===== src/verilog/option_watchdog_pkg.sv =====
/*
  Shared constants for the option latches and watchdog block:
  register indices, field positions, reset values, cycle counts, states.
  Assumes one crystal clock domain and a 32-bit AXI4-Lite register bus.
*/
`default_nettype none

package option_watchdog_pkg;

  // Bus geometry
  localparam int          ADDR_W         = 18;        // Byte address width
  localparam logic [15:0] OPTION_B_INDEX = 16'h001E;  // Word index of system_option_b
  localparam logic [15:0] OPTION_A_INDEX = 16'h001F;  // Word index of system_option_a
  localparam logic [15:0] SERVICE_INDEX  = 16'hFFFF;  // Word index of watchdog_service
  localparam logic [1:0]  RESP_OKAY      = 2'h0;      // Normal answer
  localparam logic [1:0]  RESP_SLVERR    = 2'h2;      // Unmapped address

  // Register select codes
  localparam logic [1:0] SEL_NONE     = 2'h0;
  localparam logic [1:0] SEL_OPTION_B = 2'h1;
  localparam logic [1:0] SEL_OPTION_A = 2'h2;
  localparam logic [1:0] SEL_SERVICE  = 2'h3;

  // Field positions in system_option_b
  localparam int OSC_RUN_IN_STOP_BIT    = 1;
  localparam int SERIAL_BAUD_SOURCE_BIT = 0;

  // Field positions in system_option_a
  localparam int WATCHDOG_RATE_SEL_BIT       = 7;
  localparam int UNDERVOLT_IN_STOP_BIT       = 6;
  localparam int UNDERVOLT_RESET_DISABLE_BIT = 5;
  localparam int UNDERVOLT_POWER_DISABLE_BIT = 4;
  localparam int UNDERVOLT_VOLTAGE_MODE_BIT  = 3;
  localparam int SHORT_STOP_RECOVERY_BIT     = 2;
  localparam int STOP_ENABLE_BIT             = 1;
  localparam int WATCHDOG_DISABLE_BIT        = 0;

  // Reset values
  localparam logic [7:0] OPTION_RESET = 8'h00;

  // Counts in crystal-clock cycles
  localparam logic [12:0] SHORT_RECOVERY_CYCLES = 13'h0020;  // 32 cycles
  localparam logic [12:0] LONG_RECOVERY_CYCLES  = 13'h1000;  // 4096 cycles
  localparam logic [12:0] POR_CLEAR_CYCLES      = 13'h1000;  // 4096 cycles
  localparam logic [5:0]  RESET_PULSE_CYCLES    = 6'h20;     // 32 cycles

  // Watchdog structure
  localparam int PRESCALER_W       = 12;  // Prescaler stages
  localparam int COUNTER_W         = 6;   // Watchdog counter stages
  localparam int SHORT_TAP_W       = 7;   // Prescaler stages used at the fast rate
  localparam int SERVICE_CLEAR_LSB = 4;   // Lowest prescaler stage cleared on service

  // Stop-mode sequencing
  typedef enum logic [1:0] {RUNNING, STOPPED, RECOVERING} stop_state_t;

endpackage : option_watchdog_pkg

`default_nettype wire

===== src/verilog/option_latches_and_watchdog.sv =====
/*
  Write-once option latches with the watchdog, stop sequencing and the
  option-driven control outputs, behind an AXI4-Lite slave.
  Assumes aclk is the crystal clock, aresetn is the system reset and
  power_on_reset marks power-up; event inputs are one-cycle pulses on aclk.
*/
// Our own choice: register access over AXI4-Lite.
// Notes on behaviour
// - Each option register takes one write per reset
// - Reset clears options; mode bit only by power-on
// - Option registers readable at any time
// - Mode bit writable once per power-on reset
// - Oscillator runs in stop when bit set
// - Baud source: bus clock or oscillator clock
// - Rate bit selects short or long timeout
// - Monitor runs in stop when enabled, powered
// - Reset-disable bit blocks monitor resets
// - Power-disable bit powers down the monitor
// - Mode bit selects 5V or 3V trip points
// - Stop recovery 32 or 4096; pin wake long
// - Disabled stop gives illegal-opcode reset
// - Disable bit stops all watchdog resets
// - Six-bit counter after twelve-bit prescaler
// - Counter overflow raises a reset
// - Service write clears counter, upper prescaler
// - Watchdog reset: pin low 32 cycles, flag
// - Test voltage in monitor, or reset-pin test voltage in break, halts watchdog
// - Internal reset clears all; stop, fetch prescaler
// - Power-on clears prescaler after 4096 cycles
// - Stop without oscillator holds clock outputs low
`timescale 1ns/100ps
`default_nettype none

module option_latches_and_watchdog #(
  parameter logic [17:0] LONG_TIMEOUT  = 18'h3FFF0,  // 2^18 - 2^4 cycles
  parameter logic [17:0] SHORT_TIMEOUT = 18'h01FF0   // 2^13 - 2^4 cycles
) (
  // Clock and reset
  input  wire logic                                  aclk,
  input  wire logic                                  aresetn,
  input  wire logic                                  power_on_reset,
  // AXI4-Lite write address and data
  input  wire logic [option_watchdog_pkg::ADDR_W-1:0] awaddr,
  input  wire logic                                  awvalid,
  output var  logic                                  awready,
  input  wire logic [31:0]                           wdata,
  input  wire logic [3:0]                            wstrb,
  input  wire logic                                  wvalid,
  output var  logic                                  wready,
  // AXI4-Lite write response
  output var  logic [1:0]                            bresp,
  output var  logic                                  bvalid,
  input  wire logic                                  bready,
  // AXI4-Lite read
  input  wire logic [option_watchdog_pkg::ADDR_W-1:0] araddr,
  input  wire logic                                  arvalid,
  output var  logic                                  arready,
  output var  logic [31:0]                           rdata,
  output var  logic [1:0]                            rresp,
  output var  logic                                  rvalid,
  input  wire logic                                  rready,
  // CPU events
  input  wire logic                                  stop_request,
  input  wire logic                                  wake_request,
  input  wire logic                                  wake_by_reset_pin,
  input  wire logic                                  reset_vector_fetch,
  input  wire logic                                  internal_reset,
  input  wire logic [7:0]                            reset_vector_low,
  // Test conditions
  input  wire logic                                  monitor_mode,
  input  wire logic                                  break_state,
  input  wire logic                                  reset_pin_test_voltage,
  input  wire logic                                  irq_pin_test_voltage,
  // Undervoltage monitor
  input  wire logic                                  undervolt_reset_request,
  output var  logic                                  undervolt_reset_out,
  output var  logic                                  undervolt_powered,
  output var  logic                                  undervolt_stop_active,
  output var  logic                                  undervolt_mode_5v,
  // Clock control
  output var  logic                                  oscillator_enable,
  output var  logic                                  pll_enable,
  output var  logic                                  clock_outputs_hold_low,
  output var  logic                                  serial_clock_from_bus,
  // Stop and reset outputs
  output var  logic                                  stop_mode_active,
  output var  logic                                  stop_exit,
  output var  logic                                  illegal_opcode_reset,
  output var  logic                                  reset_pin_low,
  output var  logic                                  watchdog_flag_set
);

  // Option storage and locks
  logic [7:0] system_option_a;   // Bit of mode held apart below
  logic [7:0] system_option_b;
  logic       lock_a;            // First write to option A taken
  logic       lock_b;            // First write to option B taken
  logic       mode_bit;          // Undervoltage mode, kept over system resets
  logic       mode_lock;         // Mode write used since power-on

  // Watchdog state
  logic [option_watchdog_pkg::PRESCALER_W-1:0] prescaler;
  logic [option_watchdog_pkg::COUNTER_W-1:0]   wd_counter;
  logic [12:0]                                 por_count;    // Power-on settle count
  logic [5:0]                                  pulse_count;  // Reset pin low length
  logic [12:0]                                 rec_count;    // Stop recovery length
  option_watchdog_pkg::stop_state_t            stop_state;

  // Bus holding registers
  logic                                     aw_held;
  logic                                     w_held;
  logic [option_watchdog_pkg::ADDR_W-1:0]   aw_addr;
  logic [7:0]                               w_byte;
  logic                                     w_lane0;

  // Address decode shared by both paths
  function automatic logic [1:0] reg_sel(input logic [option_watchdog_pkg::ADDR_W-1:0] addr);
    logic [15:0] idx;
    idx = addr[option_watchdog_pkg::ADDR_W-1:2];
    if (addr[1:0] != 2'h0) begin
      reg_sel = option_watchdog_pkg::SEL_NONE;
    end else if (idx == option_watchdog_pkg::OPTION_B_INDEX) begin
      reg_sel = option_watchdog_pkg::SEL_OPTION_B;
    end else if (idx == option_watchdog_pkg::OPTION_A_INDEX) begin
      reg_sel = option_watchdog_pkg::SEL_OPTION_A;
    end else if (idx == option_watchdog_pkg::SERVICE_INDEX) begin
      reg_sel = option_watchdog_pkg::SEL_SERVICE;
    end else begin
      reg_sel = option_watchdog_pkg::SEL_NONE;
    end
  endfunction : reg_sel

  // Pin conditions pass three flops; the filtered level moves when stages one and two agree
  wire  [1:0] pin_level;  // Filtered levels, each bit driven by the level flop of its own filter
  wire  [1:0] pin_raw = {irq_pin_test_voltage, reset_pin_test_voltage};
  genvar gi;
  generate
    for (gi = 0; gi < 2; gi++) begin : g_pin
      logic [2:0] stages;  // Stage 0 meets the pin
      logic       level;   // Accepted level of this pin
      always_ff @(posedge aclk) begin
        if (!aresetn) begin
          stages <= 3'h0;
          level  <= 1'b0;
        end else begin
          stages <= {stages[1:0], pin_raw[gi]};
          if (stages[1] == stages[2]) begin
            level <= stages[2];
          end
        end
      end
      assign pin_level[gi] = level;
    end
  endgenerate
  wire rst_tv = pin_level[0];
  wire irq_tv = pin_level[1];

  // Option field views
  wire osc_run_in_stop         = system_option_b[option_watchdog_pkg::OSC_RUN_IN_STOP_BIT];
  wire serial_baud_source      = system_option_b[option_watchdog_pkg::SERIAL_BAUD_SOURCE_BIT];
  wire watchdog_rate_sel       = system_option_a[option_watchdog_pkg::WATCHDOG_RATE_SEL_BIT];
  wire undervolt_in_stop       = system_option_a[option_watchdog_pkg::UNDERVOLT_IN_STOP_BIT];
  wire undervolt_reset_disable = system_option_a[option_watchdog_pkg::UNDERVOLT_RESET_DISABLE_BIT];
  wire undervolt_power_disable = system_option_a[option_watchdog_pkg::UNDERVOLT_POWER_DISABLE_BIT];
  wire short_stop_recovery     = system_option_a[option_watchdog_pkg::SHORT_STOP_RECOVERY_BIT];
  wire stop_enable             = system_option_a[option_watchdog_pkg::STOP_ENABLE_BIT];
  wire watchdog_disable        = system_option_a[option_watchdog_pkg::WATCHDOG_DISABLE_BIT];

  // Read view puts the mode bit back into option A
  wire [7:0] option_a_view = system_option_a |
      ({7'h00, mode_bit} << option_watchdog_pkg::UNDERVOLT_VOLTAGE_MODE_BIT);

  // Write path decode
  wire       do_write   = aw_held && w_held && !bvalid;
  wire [1:0] wr_sel     = reg_sel(aw_addr);
  wire       wr_a       = do_write && w_lane0 && (wr_sel == option_watchdog_pkg::SEL_OPTION_A);
  wire       wr_b       = do_write && w_lane0 && (wr_sel == option_watchdog_pkg::SEL_OPTION_B);
  wire       service    = do_write && (wr_sel == option_watchdog_pkg::SEL_SERVICE);
  wire [1:0] next_bresp = (wr_sel == option_watchdog_pkg::SEL_NONE) ?
                          option_watchdog_pkg::RESP_SLVERR : option_watchdog_pkg::RESP_OKAY;
  wire       aw_take    = awvalid && awready;
  wire       w_take     = wvalid && wready;
  wire       next_aw_held = do_write ? 1'b0 : (aw_held || aw_take);
  wire       next_w_held  = do_write ? 1'b0 : (w_held || w_take);
  wire       next_bvalid  = do_write ? 1'b1 : (bvalid && !bready);

  // Read path decode
  wire       ar_take    = arvalid && arready;
  wire [1:0] rd_sel     = reg_sel(araddr);
  wire [7:0] rd_byte    = (rd_sel == option_watchdog_pkg::SEL_OPTION_A) ? option_a_view :
                          (rd_sel == option_watchdog_pkg::SEL_OPTION_B) ? system_option_b :
                          (rd_sel == option_watchdog_pkg::SEL_SERVICE)  ? reset_vector_low :
                          8'h00;
  wire       next_rvalid = ar_take ? 1'b1 : (rvalid && !rready);

  // Write channel capture and response
  always_ff @(posedge aclk) begin
    if (!aresetn) begin
      aw_held <= 1'b0;
      w_held  <= 1'b0;
      aw_addr <= '0;
      w_byte  <= 8'h00;
      w_lane0 <= 1'b0;
      bvalid  <= 1'b0;
      bresp   <= option_watchdog_pkg::RESP_OKAY;
      awready <= 1'b0;
      wready  <= 1'b0;
    end else begin
      aw_held <= next_aw_held;
      w_held  <= next_w_held;
      bvalid  <= next_bvalid;
      awready <= !next_aw_held && !next_bvalid;
      wready  <= !next_w_held && !next_bvalid;
      if (aw_take) begin
        aw_addr <= awaddr;
      end
      if (w_take) begin
        w_byte  <= wdata[7:0];
        w_lane0 <= wstrb[0];
      end
      if (do_write) begin
        bresp <= next_bresp;
      end
    end
  end

  // Read channel; contents returned whether or not a write was taken
  always_ff @(posedge aclk) begin
    if (!aresetn) begin
      rvalid  <= 1'b0;
      arready <= 1'b0;
      rdata   <= 32'h0000_0000;
      rresp   <= option_watchdog_pkg::RESP_OKAY;
    end else begin
      rvalid  <= next_rvalid;
      arready <= !next_rvalid;
      if (ar_take) begin
        rdata <= {24'h000000, rd_byte};
        rresp <= (rd_sel == option_watchdog_pkg::SEL_NONE) ?
                 option_watchdog_pkg::RESP_SLVERR : option_watchdog_pkg::RESP_OKAY;
      end
    end
  end

  // Option latches: first write after reset sticks, later ones are dropped
  always_ff @(posedge aclk) begin
    if (!aresetn) begin
      system_option_a <= option_watchdog_pkg::OPTION_RESET;
      system_option_b <= option_watchdog_pkg::OPTION_RESET;
      lock_a          <= 1'b0;
      lock_b          <= 1'b0;
    end else begin
      if (wr_a && !lock_a) begin
        system_option_a <= w_byte & ~(8'h01 << option_watchdog_pkg::UNDERVOLT_VOLTAGE_MODE_BIT);
        lock_a          <= 1'b1;
      end
      if (wr_b && !lock_b) begin
        system_option_b <= w_byte;
        lock_b          <= 1'b1;
      end
    end
  end

  // Mode bit: cleared and reopened by power-on reset only
  always_ff @(posedge aclk) begin
    if (power_on_reset) begin
      mode_bit  <= 1'b0;
      mode_lock <= 1'b0;
    end else if (aresetn && wr_a && !mode_lock) begin
      mode_bit  <= w_byte[option_watchdog_pkg::UNDERVOLT_VOLTAGE_MODE_BIT];
      mode_lock <= 1'b1;
    end
  end

  // Stop sequencing and recovery delay
  wire stop_take   = stop_request && (stop_state == option_watchdog_pkg::RUNNING);
  wire stop_enter  = stop_take && stop_enable;
  wire stop_illegal = stop_take && !stop_enable;
  wire [12:0] rec_len = (short_stop_recovery && !wake_by_reset_pin) ?
                        option_watchdog_pkg::SHORT_RECOVERY_CYCLES :
                        option_watchdog_pkg::LONG_RECOVERY_CYCLES;
  wire rec_done = (stop_state == option_watchdog_pkg::RECOVERING) && (rec_count == 13'h0000);
  always_ff @(posedge aclk) begin
    if (!aresetn) begin
      stop_state <= option_watchdog_pkg::RUNNING;
      rec_count  <= 13'h0000;
    end else begin
      unique case (stop_state)
        option_watchdog_pkg::RUNNING: begin
          if (stop_enter) begin
            stop_state <= option_watchdog_pkg::STOPPED;
          end
        end
        option_watchdog_pkg::STOPPED: begin
          if (wake_request) begin
            stop_state <= option_watchdog_pkg::RECOVERING;
            rec_count  <= rec_len - 13'h0001;
          end
        end
        option_watchdog_pkg::RECOVERING: begin
          if (rec_done) begin
            stop_state <= option_watchdog_pkg::RUNNING;
          end else begin
            rec_count <= rec_count - 13'h0001;
          end
        end
      endcase
    end
  end

  // Watchdog run conditions and overflow detection
  wire stopped_now = stop_state == option_watchdog_pkg::STOPPED;
  wire test_block  = (monitor_mode && (rst_tv || irq_tv)) || (break_state && rst_tv);
  wire wd_run      = !watchdog_disable && !test_block &&
                     (stop_state == option_watchdog_pkg::RUNNING) && (por_count == 13'h0000);
  wire [17:0] wd_chain = watchdog_rate_sel ?
      {5'h00, wd_counter, prescaler[option_watchdog_pkg::SHORT_TAP_W-1:0]} :
      {wd_counter, prescaler};
  wire [17:0] wd_limit = watchdog_rate_sel ? SHORT_TIMEOUT : LONG_TIMEOUT;
  wire wd_overflow = wd_run && (wd_chain == wd_limit - 18'h00001);
  wire tap_carry   = watchdog_rate_sel ?
      (&prescaler[option_watchdog_pkg::SHORT_TAP_W-1:0]) : (&prescaler);
  wire por_done    = por_count == 13'h0001;

  // Prescaler and counter
  always_ff @(posedge aclk) begin
    if (!aresetn || internal_reset || wd_overflow) begin
      prescaler  <= '0;
      wd_counter <= '0;
    end else if (service) begin
      wd_counter <= '0;
      prescaler[option_watchdog_pkg::PRESCALER_W-1:option_watchdog_pkg::SERVICE_CLEAR_LSB] <= '0;
    end else if (stop_enter || reset_vector_fetch || por_done) begin
      prescaler <= '0;
    end else if (wd_run) begin
      prescaler <= prescaler + 12'h001;
      if (tap_carry) begin
        wd_counter <= wd_counter + 6'h01;
      end
    end
  end

  // Power-on settle counter
  always_ff @(posedge aclk) begin
    if (power_on_reset) begin
      por_count <= option_watchdog_pkg::POR_CLEAR_CYCLES;
    end else if (por_count != 13'h0000) begin
      por_count <= por_count - 13'h0001;
    end
  end

  // Reset pin pulse length
  wire [5:0] next_pulse_count = wd_overflow ? option_watchdog_pkg::RESET_PULSE_CYCLES :
                                (pulse_count != 6'h00) ? pulse_count - 6'h01 : 6'h00;
  always_ff @(posedge aclk) begin
    if (!aresetn) begin
      pulse_count <= 6'h00;
    end else begin
      pulse_count <= next_pulse_count;
    end
  end

  // Registered control outputs
  always_ff @(posedge aclk) begin
    if (!aresetn) begin
      undervolt_reset_out    <= 1'b0;
      undervolt_powered      <= 1'b1;
      undervolt_stop_active  <= 1'b0;
      undervolt_mode_5v      <= 1'b0;
      oscillator_enable      <= 1'b1;
      pll_enable             <= 1'b1;
      clock_outputs_hold_low <= 1'b0;
      serial_clock_from_bus  <= 1'b0;
      stop_mode_active       <= 1'b0;
      stop_exit              <= 1'b0;
      illegal_opcode_reset   <= 1'b0;
      reset_pin_low          <= 1'b0;
      watchdog_flag_set      <= 1'b0;
    end else begin
      undervolt_reset_out    <= undervolt_reset_request && !undervolt_reset_disable;
      undervolt_powered      <= !undervolt_power_disable;
      undervolt_stop_active  <= !undervolt_power_disable && undervolt_in_stop && stopped_now;
      undervolt_mode_5v      <= mode_bit;
      oscillator_enable      <= !stopped_now || osc_run_in_stop;
      pll_enable             <= !stopped_now;
      clock_outputs_hold_low <= stopped_now && !osc_run_in_stop;
      serial_clock_from_bus  <= serial_baud_source;
      stop_mode_active       <= stopped_now;
      stop_exit              <= rec_done;
      illegal_opcode_reset   <= stop_illegal;
      reset_pin_low          <= next_pulse_count != 6'h00;
      watchdog_flag_set      <= wd_overflow;
    end
  end
endmodule : option_latches_and_watchdog

`default_nettype wire


===== config.mk =====
export PLATFORM = sky130hd
export DESIGN_NAME = option_latches_and_watchdog
export DESIGN_NICKNAME = d
export VERILOG_FILES = /design/src/verilog/option_watchdog_pkg.sv /design/src/verilog/option_latches_and_watchdog.sv
export SDC_FILE = /design/constraint.sdc
export NUM_CORES = 1
export LEC_CHECK = 0
export CAP_MARGIN = 25
export CORE_UTILIZATION = 63
export CTS_CLUSTER_SIZE = 8
export DETAILED_ROUTE_END_ITERATION = 10
export DONT_BUFFER_PORTS = 1
export PLACE_DENSITY_LB_ADDON = 0.2
export SLEW_MARGIN = 20
export SYNTH_ARGS = -nofsm -noshare
export SYNTH_HDL_FRONTEND = slang
export SYNTH_SLANG_ARGS = --single-unit

===== constraint.sdc =====
create_clock -name aclk -period 2.5 [get_ports aclk]
set_input_delay 0.25 -clock aclk [delete_from_list [all_inputs] [get_ports aclk]]
set_output_delay 0.25 -clock aclk [all_outputs]
set_load 0.01 [all_outputs]

Word level (Yosys, flattened, before mapping)

Cells that the tools add are included.

Output and inout bits: 54
Register bits after elaboration: 138
Logic and storage cells: 187

Reductions and logical operators: 80
Bitwise gates (word level): 3
Equality and inequality tests: 22
Multiplexer cells: 32
Add/sub/neg operators: 7

Operator list:

| operator                                              | number |
|---|---|
| equality test 16 x 5 -> 1 bit (second input constant) | 4 |
| two-way mux 13 bit                                    | 3 |
| subtractor 13 x 1 -> 13 bit (second input constant)   | 3 |
| two-way mux 18 bit                                    | 2 |
| equality test 16 bit (second input constant)          | 2 |
| logical AND 1 bit                                     | 32 |
| logical NOT 13 bit                                    | 2 |
| two-way mux 2 bit                                     | 13 |
| case mux 13 bit (2 select lines)                      | 1 |
| two-way mux 8 bit                                     | 3 |
| logical NOT 1 bit                                     | 19 |
| equality test 18 bit                                  | 1 |
| subtractor 18 x 1 -> 18 bit (second input constant)   | 1 |
| equality test 13 x 1 -> 1 bit (second input constant) | 1 |
| nonzero test 13 bit                                   | 1 |
| adder 12 x 1 -> 12 bit (second input constant)        | 1 |
| two-way mux 6 bit                                     | 2 |
| AND reduction 12 bit                                  | 1 |
| nonzero test 6 bit                                    | 2 |
| equality test 2 bit (second input constant)           | 5 |
| logical OR 1 bit                                      | 9 |
| AND reduction 3 bit                                   | 3 |
| two-way mux 4 bit                                     | 2 |
| != test 2 bit (second input constant)                 | 4 |
| 14 further kinds                                      | 27 |

Logic depth before layout (Yosys ltp)

Gate-level depths: netlist of the first run.

Depth after elaboration: 10
Gate-level depth with buffers: 9
Depth with buffers taken out: 8

Worst setup path after synthesis of the first run

Ideal clock, no wire load.

Path kind: register to register
Start point: reg stop_state[0]
End point: reg rec_count[12]
Stages on the path, launching flop included: 10
Buffers on the path: 1
Slack: 0.364 ns
Data arrival time: 2.044 ns
Required time: 2.408 ns
Cells stage by stage: dfxtp_1 -> inv_1 -> ha_1 -> buf_1 -> nand2_1 -> ha_1 -> nand2_1 -> or3b_2 -> mux2i_1 -> o32ai_1

Cells in the longest elaborated chain, start to end: 4
Elaborated cells between the ends (all ways): 8

Ends and longest elaborated chain:

| element                              | line                                                                   | RTL |
|---|---|---|
| from (decl)                          | option_latches_and_watchdog.sv:107                                     | `option_watchdog_pkg::stop_state_t stop_state;` |
| from (signal assigned)               | option_latches_and_watchdog.sv:285                                     | `stop_state <= option_watchdog_pkg::RUNNING;` |
| from (signal assigned)               | option_latches_and_watchdog.sv:291                                     | `stop_state <= option_watchdog_pkg::STOPPED;` |
| from (signal assigned)               | option_latches_and_watchdog.sv:296                                     | `stop_state <= option_watchdog_pkg::RECOVERING;` |
| equality test 2 bit                  | option_latches_and_watchdog.sv:282, option_latches_and_watchdog.sv:288 |  |
| logical AND 1 bit                    | option_latches_and_watchdog.sv:282                                     | `wire rec_done = (stop_state == option_watchdog_pkg::RECOVERING) && (rec_count == 13'h0000);` |
| != test 2 bit (no source line)       | --                                                                     |  |
| AND reduction 3 bit (no source line) | --                                                                     |  |
| to (signal assigned)                 | option_latches_and_watchdog.sv:297                                     | `rec_count <= rec_len - 13'h0001;` |
| to (signal assigned)                 | option_latches_and_watchdog.sv:304                                     | `rec_count <= rec_count - 13'h0001;` |
| to (decl)                            | option_latches_and_watchdog.sv:106                                     | `logic [12:0] rec_count;` |

Parallel ways exist; a longest one is shown, timed or not.
A chain may end at the register's enable or synchronous reset.

Worst setup path after layout of the first run

Same ends and word-level chain as after synthesis.

==> results by group, run 1 <==
Clocking
  – Clk_lat worst skew: 0.53 ns
  – Setup bufs post-CTS: 0
  – Clock Tree Root: clkbuf_8
  – Clock tree buffer depth: 2
  – CTS tree: built
  – H-tree depth: 4
  – Clk sinks: 136
  – Inserted Clock Buffers: 17
  – Reg clk slew, reported paths: 0.06 ns

Yosys
  – Yosys warning total: 0
  – Synthesized area: 6360 um2
  – Post-synth EDFFs: 0
  – Sequential fraction of the synthesis area: 0.428
  – Largest family of logic cells by synthesized area: simple AND/OR/NAND/NOR gates
  – #FFs+latches synth: 136
  – Ys async rst share: 0
  – Syn_area_per_cell: 8.66 um2
  – Most used DFF post-synth: dfxtp_1
  – Top post-synthesis cells by area: dfxtp_1 43%, nand2_1 6.1%, a21oi_1 4.7%, nor2_1 4.5%, buf_4 3.1%
  – Fraction of the mapped netlist area in simple logic gates: 0.288
  – Post-Synth XOR/XNOR Area: 0.0358
  – Synth Area in Compound Gates: 0.138
  – Synth area leader: dfxtp_1
  – Yosys cell types: 71
  – Adder-Cell Fraction of Synth Area: 0.0216
  – Proportion of synthesized area in mux cells: 0.0315
  – Area share of the largest cell type after synthesis: 0.428
  – Cells after Synth: 734

Finish
  – Commonest cells after routing, fill and taps aside: 136 x dfxtp_1, 104 x nand2_1, 77 x nor2_1, 60 x a21oi_1, 43 x dlygate4sd3_1
  – Synth-to-Final Area Change: 16.8%
  – Layout cell share with drive strength beyond 1: 0.104
  – Final core area utilization: 0.760
  – Fin nets: 889
  – # fillers: 677
  – Commonest non-fill, non-tap cell in the layout: dfxtp_1

Worst setup path
  – Critical Path, Cell by Cell: inv_1 -> ha_1 -> nand2_1 -> ha_1 -> nand2_1 -> or3b_2 -> mux2i_1 -> o32ai_1
  – Flop2flop setup slack: 0.24 ns
  – FF-to-FF End: rec_count[12]$_SDFFE_PN0P_
  – Worst Path Arrival: 2.68 ns
  – Largest delay share family, worst path: simple AND/OR/NAND/NOR gates
  – Reg2reg start: stop_state[0]$_SDFFE_PN0P_
  – CP endpoint: rec_count[12]$_SDFFE_PN0P_
  – WP buf/inv: 1
  – CP max stage delay: 0.53 ns
  – Critical path's slowest cell: or3b_2
  – WS Path Type: reg2reg
  – CP Capture Type: register
  – Crit path required time: 2.93 ns
  – Cell depth of the worst flop-to-flop path: 8
  – Critical path startpoint: stop_state[0]$_SDFFE_PN0P_
  – Worst path depth: 8
  – Worst-path fanout max: 7
  – Crit path launch type: register

Drt
  – Final ANT Viol Nets: 0
  – Via-per-instance ratio: 5.98
  – Post-route DRC: 0
  – DR pass1 iterations: 5
  – Iter 0 DRT Violations: 278
  – Detailed Route WL: 15100 um
  – Avg WL per Cell: 16.3 um
  – Via count: 5541

Hold path
  – Hold Path Class: in2reg
  – Hold Path Cell Cnt: 3

Place
  – PortBufs: 0
  – Post-DP HPWL: 9610 um
  – Gpl congestion: 0.883
  – Setup slack at placement: 0.302 ns

Power
  – Maximum vdd drop: 0.000569 V
  – Switching Share: 0.301
  – Sequential Power Share: 0.404
  – NetSw: 1980 uW
  – Clock network power share: 0.383
  – Static Leakage: 0.00272 uW
  – Int Power: 4600 uW
  – Combinational share of power: 0.213
  – Pwr dens: 886 nW/um2

Floorplanning
  – Core area: 9770 um2
  – Die height: 102 um
  – FP Rows: 36
  – Initial core utilization: 0.650
  – Die width: 102 um
  – Ports: 152
  – Die ar.: 10500 um2

STA
  – Slew HR: 0.571
  – Final setup viols: 0
  – Fin. Hold Viols: 0
  – Least-Margin Pin Slew: 0.643 ns
  – Setup TNS Final: 0 ns
  – Setup slack after layout: 0.243 ns
  – RSZ-0062 raised after global routing: false
  – Setup Skew: 0.00602 ns
  – Final period utilization: 0.903
  – Worst hold slack: 0.0294 ns
  – Fin crit period: 2.26 ns
  – Max-slew violations: 0
  – Fmax: 443 MHz

Global routing
  – Pin count of the biggest net entering global routing: 36
  – Vias in the first global route: 5162
  – Total GRT Usage: 0.292
  – Total congestion overflow: 0
  – Initial antenna violation count: 0
  – Global-route wire length before repair: 23800 um

Run
  – Max-cap viol count: 0

Run status
  – Status: complete, no violations
[worst min-delay path by stage]
stage                    from                   endpoint  slack (ns)
6_report       internal_reset  prescaler[3]$_SDFFE_PP0P_        0.03
5_1_grt        internal_reset  prescaler[2]$_SDFFE_PP0P_        0.03
4_1_cts        internal_reset  prescaler[2]$_SDFFE_PP0P_        0.01
3_5_place_dp   power_on_reset  por_count[3]$_SDFFE_PP0P_        0.32
3_3_place_gp   power_on_reset  por_count[6]$_SDFFE_PP0P_        0.32
2_1_floorplan  power_on_reset  por_count[3]$_SDFFE_PP0P_        0.32
[state kept, by name, summed over array words and instances (netlist names), 2 cells and up]
name,flops
prescaler,12
w_byte,8
wd_counter,6
g_pin.stages,6
por_count,13
rdata,8
pulse_count,6
aw_addr,18
system_option_b,8
system_option_a,7
g_pin.level,2
rec_count,13
stop_state,2
[worst register-to-register path: stages (launching register included)]
cell and delay [ns]:
dfxtp_1 0.36, inv_1 0.08, ha_1 0.32, nand2_1 0.14, ha_1 0.22, nand2_1 0.13, or3b_2 0.53, mux2i_1 0.14
o32ai_1 0.24
[repair_timing]
action	in CTS	in global routing
setup endpoints to repair	0	0
endpoints found under the hold margin	81	0
hold buffers	44	0
gates resized for setup	0	0
[kinds of logic after synthesis]
kind of cell / count (synthesis)
compound gates: 134
xor+xnor: 26
fa+ha+maj: 11
buf+inv: 65
flops: 136
mux: 19
other cells: 1
simple gates: 342
[Yosys cell counts (all sizes together) (2+ instances only)]
cell type	n
buf	36
ha	11
mux2	8
clkbuf	14
o21ai	28
dfxtp	136
a31oi	5
a21oi	60
nor4	15
o31ai	3
nor3	25
and4	4
a211oi	5
mux2i	11
inv	15
nand3	21
xnor2	16
a31o	2
nor4b	3
nand4b	5
nand2	104
o21a	5
or4	5
nand3b	5
a221oi	8
nand2b	7
or2	3
nand4	20
nor2	78
nor2b	5
and3	10
or3	8
a41oi	2
and2	18
a311oi	2
xor2	10
nor3b	2
o2111ai	2
[per-layer routing]
layer  vias to the layer above  global-route usage  share of wire
met2                       179               0.499           0.51
met3                        41              0.0732          0.055
met5                         -                   0              0
met4                         0               0.138          0.025
li1                       2641                   -              -
met1                      2680               0.340           0.41
[power by group through the flow]
stage                     combinational, uW  sequential (uW)  clock [uW]
after floorplan                        1120             2640           0
after global placement                 1230             2680           0
after detailed placement               1310             2690           0
after CTS                              1390             2650        2540
after global routing                   1550             2690        2640
final                                  1400             2660        2520
[area by class of cell]
| class | instances | area (um2) | area share |
|---|---|---|---|
| multi-input combinational | 558 | 3370 | 0.453 |
| sequential | 136 | 2720 | 0.367 |
| timing repair buffer | 52 | 510 | 0.0687 |
| clock buffer | 20 | 455 | 0.0613 |
| tap | 133 | 166 | 0.0224 |
| clock inverter | 11 | 145 | 0.0195 |
| inverter | 15 | 56.3 | 0.00758 |
| antenna | 1 | 2.50 | 0.000337 |
[metrics by stage]
stage / area (um2) / power (uW) / instances
after global placement: 6370 / 3910 / 850
after floorplan: 6450 / 3770 / 759
final: 7430 / 6580 / 926
after global routing: 7420 / 6880 / 925
after detailed placement: 6370 / 4000 / 850
after CTS: 7420 / 6580 / 925
(Power assumes the default switching activity.)
==> run 2: changes to the inputs <==
--- a/config.mk
+++ b/config.mk
@@ -11,6 +11,7 @@
 export DETAILED_ROUTE_END_ITERATION = 10
 export DONT_BUFFER_PORTS = 1
 export PLACE_DENSITY_LB_ADDON = 0.2
+export RECOVER_POWER = 50
 export SLEW_MARGIN = 20
 export SYNTH_ARGS = -nofsm -noshare
 export SYNTH_HDL_FRONTEND = slang
==> results by group, run 2 (synthesized netlist as in run 1, its figures left out) <==
Run status
  – Status: complete, no violations

Worst setup path
  – Worst-path fanout max: 7 (unchanged)
  – CP Capture Type: register
  – Worst Path Arrival: 2.69 ns (about the same)
  – WS Path Type: reg2reg
  – Reg2reg start: stop_state[0]$_SDFFE_PN0P_
  – Flop2flop setup slack: 0.24 ns (about the same)
  – Cell depth of the worst flop-to-flop path: 8 (unchanged)
  – Crit path launch type: register
  – Crit path required time: 2.93 ns (about the same)
  – FF-to-FF End: rec_count[12]$_SDFFE_PN0P_

STA
  – Worst hold slack: 0.0301 ns (+0.000716 ns)
  – Least-Margin Pin Slew: 0.940 ns (+0.297 ns)
  – Slew HR: 0.373 (-0.198)
  – Setup TNS Final: 0 ns (unchanged)
  – Final setup viols: 0 (unchanged)
  – Setup Skew: 0.00671 ns (+0.000689 ns)
  – RSZ-0062 raised after global routing: false
  – Final period utilization: 0.906 (+0.00280)
  – Fin crit period: 2.26 ns (+0.00700 ns)
  – Fmax: 442 MHz (-0.31%)
  – Max-slew violations: 0 (unchanged)
  – Fin. Hold Viols: 0 (unchanged)

Global routing
  – Total congestion overflow: 0 (unchanged)
  – Total GRT Usage: 0.292 (unchanged)
  – Vias in the first global route: 5162 (unchanged)
  – Pin count of the biggest net entering global routing: 36 (unchanged)
  – Initial antenna violation count: 0 (unchanged)
  – Global-route wire length before repair: 23800 um (unchanged)

Floorplanning
  – Die ar.: 10500 um2 (unchanged)
  – Die width: 102 um (unchanged)
  – Initial core utilization: 0.650 (unchanged)
  – Die height: 102 um (unchanged)
  – Core area: 9770 um2 (unchanged)
  – Ports: 152 (unchanged)
  – FP Rows: 36 (unchanged)

Power
  – Static Leakage: 0.00272 uW (-0.22%)
  – Maximum vdd drop: 0.000570 V (+0.29%)
  – Clock network power share: 0.383 (about the same)
  – NetSw: 1990 uW (+0.14%)
  – Sequential Power Share: 0.404 (about the same)
  – Switching Share: 0.302 (+0.000312)
  – Int Power: 4600 uW (about the same)
  – Pwr dens: 887 nW/um2 (about the same)
  – Combinational share of power: 0.213 (about the same)

Clocking
  – Clk sinks: 136 (unchanged)
  – Reg clk slew, reported paths: 0.06 ns (about the same)
  – Clock tree buffer depth: 2 (unchanged)
  – Inserted Clock Buffers: 17 (unchanged)
  – Clock Tree Root: clkbuf_8
  – H-tree depth: 4 (unchanged)
  – CTS tree: built
  – Clk_lat worst skew: 0.53 ns (about the same)
  – CTS Hold Bufs: 44 (unchanged)
  – Post-CTS sizing: 0 (unchanged)
  – Setup bufs post-CTS: 0 (unchanged)

Hold path
  – Hold Path Class: in2reg
  – HP Start: internal_reset
  – Hold endpoint: prescaler[3]$_SDFFE_PP0P_
  – Hold Path Cell Cnt: 3 (unchanged)

Place
  – PortBufs: 0 (unchanged)
  – Gpl congestion: 0.883 (unchanged)
  – Post-DP HPWL: 9610 um (unchanged)

Finish
  – Top reg by flops: aw_addr
  – Ant diodes: 0 (-1)
  – Layout cell share with drive strength beyond 1: 0.104 (unchanged)
  – Synth-to-Final Area Change: 16.8% (about the same)
  – Max reg flops: 18 (unchanged)
  – Regs by FF count: aw_addr: 18 flops, por_count: 13 flops, rec_count: 13 flops
  – # fillers: 678 (+0.15%)
  – Fin nets: 889 (unchanged)
  – Commonest non-fill, non-tap cell in the layout: dfxtp_1
  – Commonest cells after routing, fill and taps aside: 136 x dfxtp_1, 104 x nand2_1, 77 x nor2_1, 60 x a21oi_1, 43 x dlygate4sd3_1

Drt
  – DR pass1 iterations: 5 (unchanged)
  – Detailed Route WL: 15100 um (about the same)
  – Via count: 5546 (+0.090%)
  – Final ANT Viol Nets: 0 (unchanged)
  – Iter 0 DRT Violations: 281 (+1.1%)
  – Post-route DRC: 0 (unchanged)
  – Via-per-instance ratio: 6.00 (+0.20%)
  – Avg WL per Cell: 16.4 um (+0.15%)

Run
  – Max-cap viol count: 0 (unchanged)
[run 2: cell count changes in the layout (fill, tap and decap cells not counted)]
cell / previous run / this run
and2_1: 18 / 11
diode_2: 1 / 0
and2_0: 0 / 7
[run 2: worst max-delay path by stage]
| stage | slack, ns | depth (start not counted) | start | end |
|---|---|---|---|---|
| after global placement | 0.42 | 7 | stop_state[0]$_SDFFE_PN0P_ | wd_counter[3]$_SDFFE_PP0P_ |
| after detailed placement | 0.30 | 8 | stop_state[0]$_SDFFE_PN0P_ | rec_count[12]$_SDFFE_PN0P_ |
| after floorplan | 0.36 | 9 | stop_state[0]$_SDFFE_PN0P_ | rec_count[12]$_SDFFE_PN0P_ |
| final | 0.24 | 8 | stop_state[0]$_SDFFE_PN0P_ | rec_count[12]$_SDFFE_PN0P_ |
| after CTS | 0.28 | 8 | stop_state[0]$_SDFFE_PN0P_ | rec_count[12]$_SDFFE_PN0P_ |
| after global routing | 0.18 | 7 | stop_state[0]$_SDFFE_PN0P_ | wd_counter[1]$_SDFFE_PP0P_ |
[run 2: metal layers]
metal,routed length (um),global-route usage
met1,6130,0.340
met2,7770,0.499
met3,841,0.0732
met4,383,0.138
met5,0,0
[run 2: critical path, stage by stage (launching register included)]
cell	delay (ns)
dfxtp_1	0.36
inv_1	0.08
ha_1	0.32
nand2_1	0.14
ha_1	0.22
nand2_1	0.13
or3b_2	0.53
mux2i_1	0.14
o32ai_1	0.24
[run 2: power groups by stage]
stage	clock network (uW)	registers [uW]	logic, uW
floorplan	0	2640	1120
global placement	0	2680	1230
detailed placement	0	2690	1310
CTS	2540	2650	1390
global route	2640	2690	1550
finish	2520	2660	1400
[run 2: final cells by class]
type | count | area [um2] | area share
Inverter | 15 | 56.3 | 0.00758
Sequential cell | 136 | 2720 | 0.367
Clock buffer | 20 | 455 | 0.0614
Clock inverter | 11 | 145 | 0.0196
Timing Repair Buffer | 52 | 510 | 0.0688
Tap cell | 133 | 166 | 0.0224
Multi-Input combinational cell | 558 | 3370 | 0.454
[run 2: stage by stage]
step	cells	power, uW	utilization	setup WS, ns	area (um2)
global route	925	6880	0.759	0.178	7420
global placement	850	3910	0.652	0.424	6370
floorplan	759	3770	-	0.364	6450
finish	925	6580	0.759	0.236	7420
CTS	925	6580	0.759	0.276	7420
detailed placement	850	4000	0.652	0.302	6370
==> run 3: changes to the inputs <==
--- a/config.mk
+++ b/config.mk
@@ -6,7 +6,9 @@
 export NUM_CORES = 1
 export LEC_CHECK = 0
 export CAP_MARGIN = 25
-export CORE_UTILIZATION = 63
+export CELL_PAD_IN_SITES_DETAIL_PLACEMENT = 0
+export CELL_PAD_IN_SITES_GLOBAL_PLACEMENT = 1
+export CORE_UTILIZATION = 45
 export CTS_CLUSTER_SIZE = 8
 export DETAILED_ROUTE_END_ITERATION = 10
 export DONT_BUFFER_PORTS = 1
==> results by group, run 3 (synthesized netlist as in run 1, its figures left out) <==
Drt
  – Via count: 5261 (-5.1%)
  – Avg WL per Cell: 15.1 um (-7.5%)
  – Post-route DRC: 0 (unchanged)
  – DR pass1 iterations: 4 (-1)
  – Detailed Route WL: 14600 um (-3.5%)
  – Final ANT Viol Nets: 0 (unchanged)
  – Via-per-instance ratio: 5.45 (-9.2%)
  – Iter 0 DRT Violations: 232 (-17%)

Worst setup path
  – CP max stage delay: 0.51 ns (-0.02 ns)
  – Largest delay share family, worst path: simple AND/OR/NAND/NOR gates
  – Critical path's slowest cell: or3b_2
  – Cell depth of the worst flop-to-flop path: 8 (unchanged)
  – Worst-path fanout max: 10 (+3)
  – CP Capture Type: register
  – Flop2flop setup slack: 0.26 ns (+0.02 ns)
  – Reg2reg start: stop_state[0]$_SDFFE_PN0P_
  – WS Path Type: reg2reg
  – Crit path required time: 2.83 ns (-0.10 ns)
  – FF-to-FF End: rec_count[12]$_SDFFE_PN0P_
  – Worst path depth: 8 (unchanged)
  – WP buf/inv: 1 (unchanged)
  – Crit path launch type: register
  – Worst Path Arrival: 2.58 ns (-0.11 ns)
  – Critical Path, Cell by Cell: inv_1 -> ha_1 -> nand2_1 -> ha_1 -> nand2_1 -> or3b_2 -> mux2i_1 -> o32ai_1

Global routing
  – Pin count of the biggest net entering global routing: 34 (-5.6%)
  – Total GRT Usage: 0.208 (-0.0832)
  – Global-route wire length before repair: 24000 um (+0.84%)
  – Vias in the first global route: 5002 (-3.1%)
  – Total congestion overflow: 0 (unchanged)
  – Initial antenna violation count: 1 (+1)

Clocking
  – Clock tree buffer depth: 2 (unchanged)
  – Post-CTS sizing: 0 (unchanged)
  – Clk_lat worst skew: 0.42 ns (-0.11 ns)
  – Clk sinks: 136 (unchanged)
  – Reg clk slew, reported paths: 0.06 ns (about the same)
  – Setup bufs post-CTS: 0 (unchanged)
  – Clock Tree Root: clkbuf_16
  – Inserted Clock Buffers: 17 (unchanged)
  – CTS tree: built
  – H-tree depth: 4 (unchanged)

Power
  – Pwr Total: 6440 uW (-2.1%)
  – Pwr dens: 874 nW/um2 (-1.4%)
  – Maximum vdd drop: 0.000612 V (+7.4%)
  – Static Leakage: 0.00268 uW (-1.4%)

STA
  – RSZ-0062 raised after global routing: false
  – Setup Skew: 0.00752 ns (+0.000809 ns)
  – Fmax: 446 MHz (+0.87%)
  – Final period utilization: 0.898 (-0.00780)
  – Fin crit period: 2.24 ns (-0.0195 ns)
  – Slew HR: 0.398 (+0.0252)
  – Setup slack after layout: 0.255 ns (+0.0195 ns)
  – Least-Margin Pin Slew: 0.902 ns (-0.0377 ns)
  – Fin. Hold Viols: 0 (unchanged)
  – Final setup viols: 0 (unchanged)
  – Max-slew violations: 0 (unchanged)
  – Setup TNS Final: 0 ns (unchanged)

Hold path
  – Hold endpoint: rdata[1]$_SDFFE_PN0P_
  – HP Start: reset_vector_low[1]
  – Hold Path Cell Cnt: 2 (-1)
  – Hold Path Class: in2reg

Place
  – PortBufs: 0 (unchanged)
  – Setup slack at placement: 0.263 ns (-0.0391 ns)
  – Gpl congestion: 0.815 (-7.7%)
  – Post-DP HPWL: 10200 um (+6.4%)

Finish
  – Regs by FF count: aw_addr: 18 flops, por_count: 13 flops, rec_count: 13 flops
  – Max reg flops: 18 (unchanged)
  – Ant diodes: 0 (unchanged)
  – Final core area utilization: 0.533 (-0.226)
  – Layout cell share with drive strength beyond 1: 0.108 (+0.00461)
  – Commonest non-fill, non-tap cell in the layout: dfxtp_1
  – Commonest cells after routing, fill and taps aside: 136 x dfxtp_1, 104 x nand2_1, 77 x nor2_1, 60 x a21oi_1, 34 x dlygate4sd3_1
  – Synth-to-Final Area Change: 16.0%
  – Top reg by flops: aw_addr
  – Fin nets: 882 (-0.79%)

Run status
  – Status: complete, no violations

Floorplanning
  – Ports: 152 (unchanged)
  – Initial core utilization: 0.460 (-0.191)
  – Die ar.: 14600 um2 (+39%)
  – FP Rows: 43 (+19%)
  – Core area: 13800 um2 (+41%)
  – Die height: 121 um (+18%)
  – Die width: 121 um (+18%)

Run
  – Max-cap viol count: 0 (unchanged)
## run 3: metrics by stage
stage / hold slack [ns] / std cells / area (um2)
2_1_floorplan: 0.319 / 759 / 6450
3_3_place_gp: 0.321 / 899 / 6450
3_5_place_dp: 0.325 / 899 / 6450
4_1_cts: 0.00230 / 966 / 7370
5_1_grt: 0.0239 / 966 / 7370
6_report: 0.0173 / 966 / 7370
## run 3: layout make-up
cell class / instances / area, um2
flip-flops and latches: 136 / 2720
clock inverters: 15 / 143
fillers: 1256 / 6450
repair buffers: 45 / 435
multi-input cells: 558 / 3370
inverters: 15 / 56.3
well taps: 180 / 225
clock buffers: 17 / 425
## run 3: worst reg2reg max path, cell delays in order, from the launching register on
cell	delay [ns]
dfxtp_1	0.36
inv_1	0.07
ha_1	0.35
nand2_1	0.17
ha_1	0.22
nand2_1	0.13
or3b_2	0.51
mux2i_1	0.13
o32ai_1	0.21
## run 3: power by group
| part | switching (uW) | total, uW | internal [uW] |
|---|---|---|---|
| combinational | 775 | 1380 | 602 |
| clock | 1030 | 2410 | 1390 |
| sequential | 251 | 2650 | 2400 |
## run 3: timing repair
item,CTS,global route
hold endpoints to repair,75,0
setup endpoints to repair,0,0
hold buffers,35,0
## run 3: routing by layer
layer,global-route usage,part of all wire,up-vias
met3,0.0569,0.041,26
met1,0.258,0.46,2497
li1,-,-,2624
met4,0.0818,0.017,2
met5,0,0.00068,-
met2,0.343,0.48,112
## run 3: worst max path at each step
stage                                             to                        from  slack (ns)
final                     rec_count[12]$_SDFFE_PN0P_  stop_state[0]$_SDFFE_PN0P_        0.26
after global routing       rec_count[4]$_SDFFE_PN0P_  stop_state[0]$_SDFFE_PN0P_        0.03
after CTS                 rec_count[12]$_SDFFE_PN0P_  stop_state[0]$_SDFFE_PN0P_        0.25
after detailed placement  rec_count[12]$_SDFFE_PN0P_  stop_state[0]$_SDFFE_PN0P_        0.26
after global placement    rec_count[10]$_SDFFE_PN0P_  stop_state[0]$_SDFFE_PN0P_        0.31
after floorplan           rec_count[12]$_SDFFE_PN0P_  stop_state[0]$_SDFFE_PN0P_        0.36
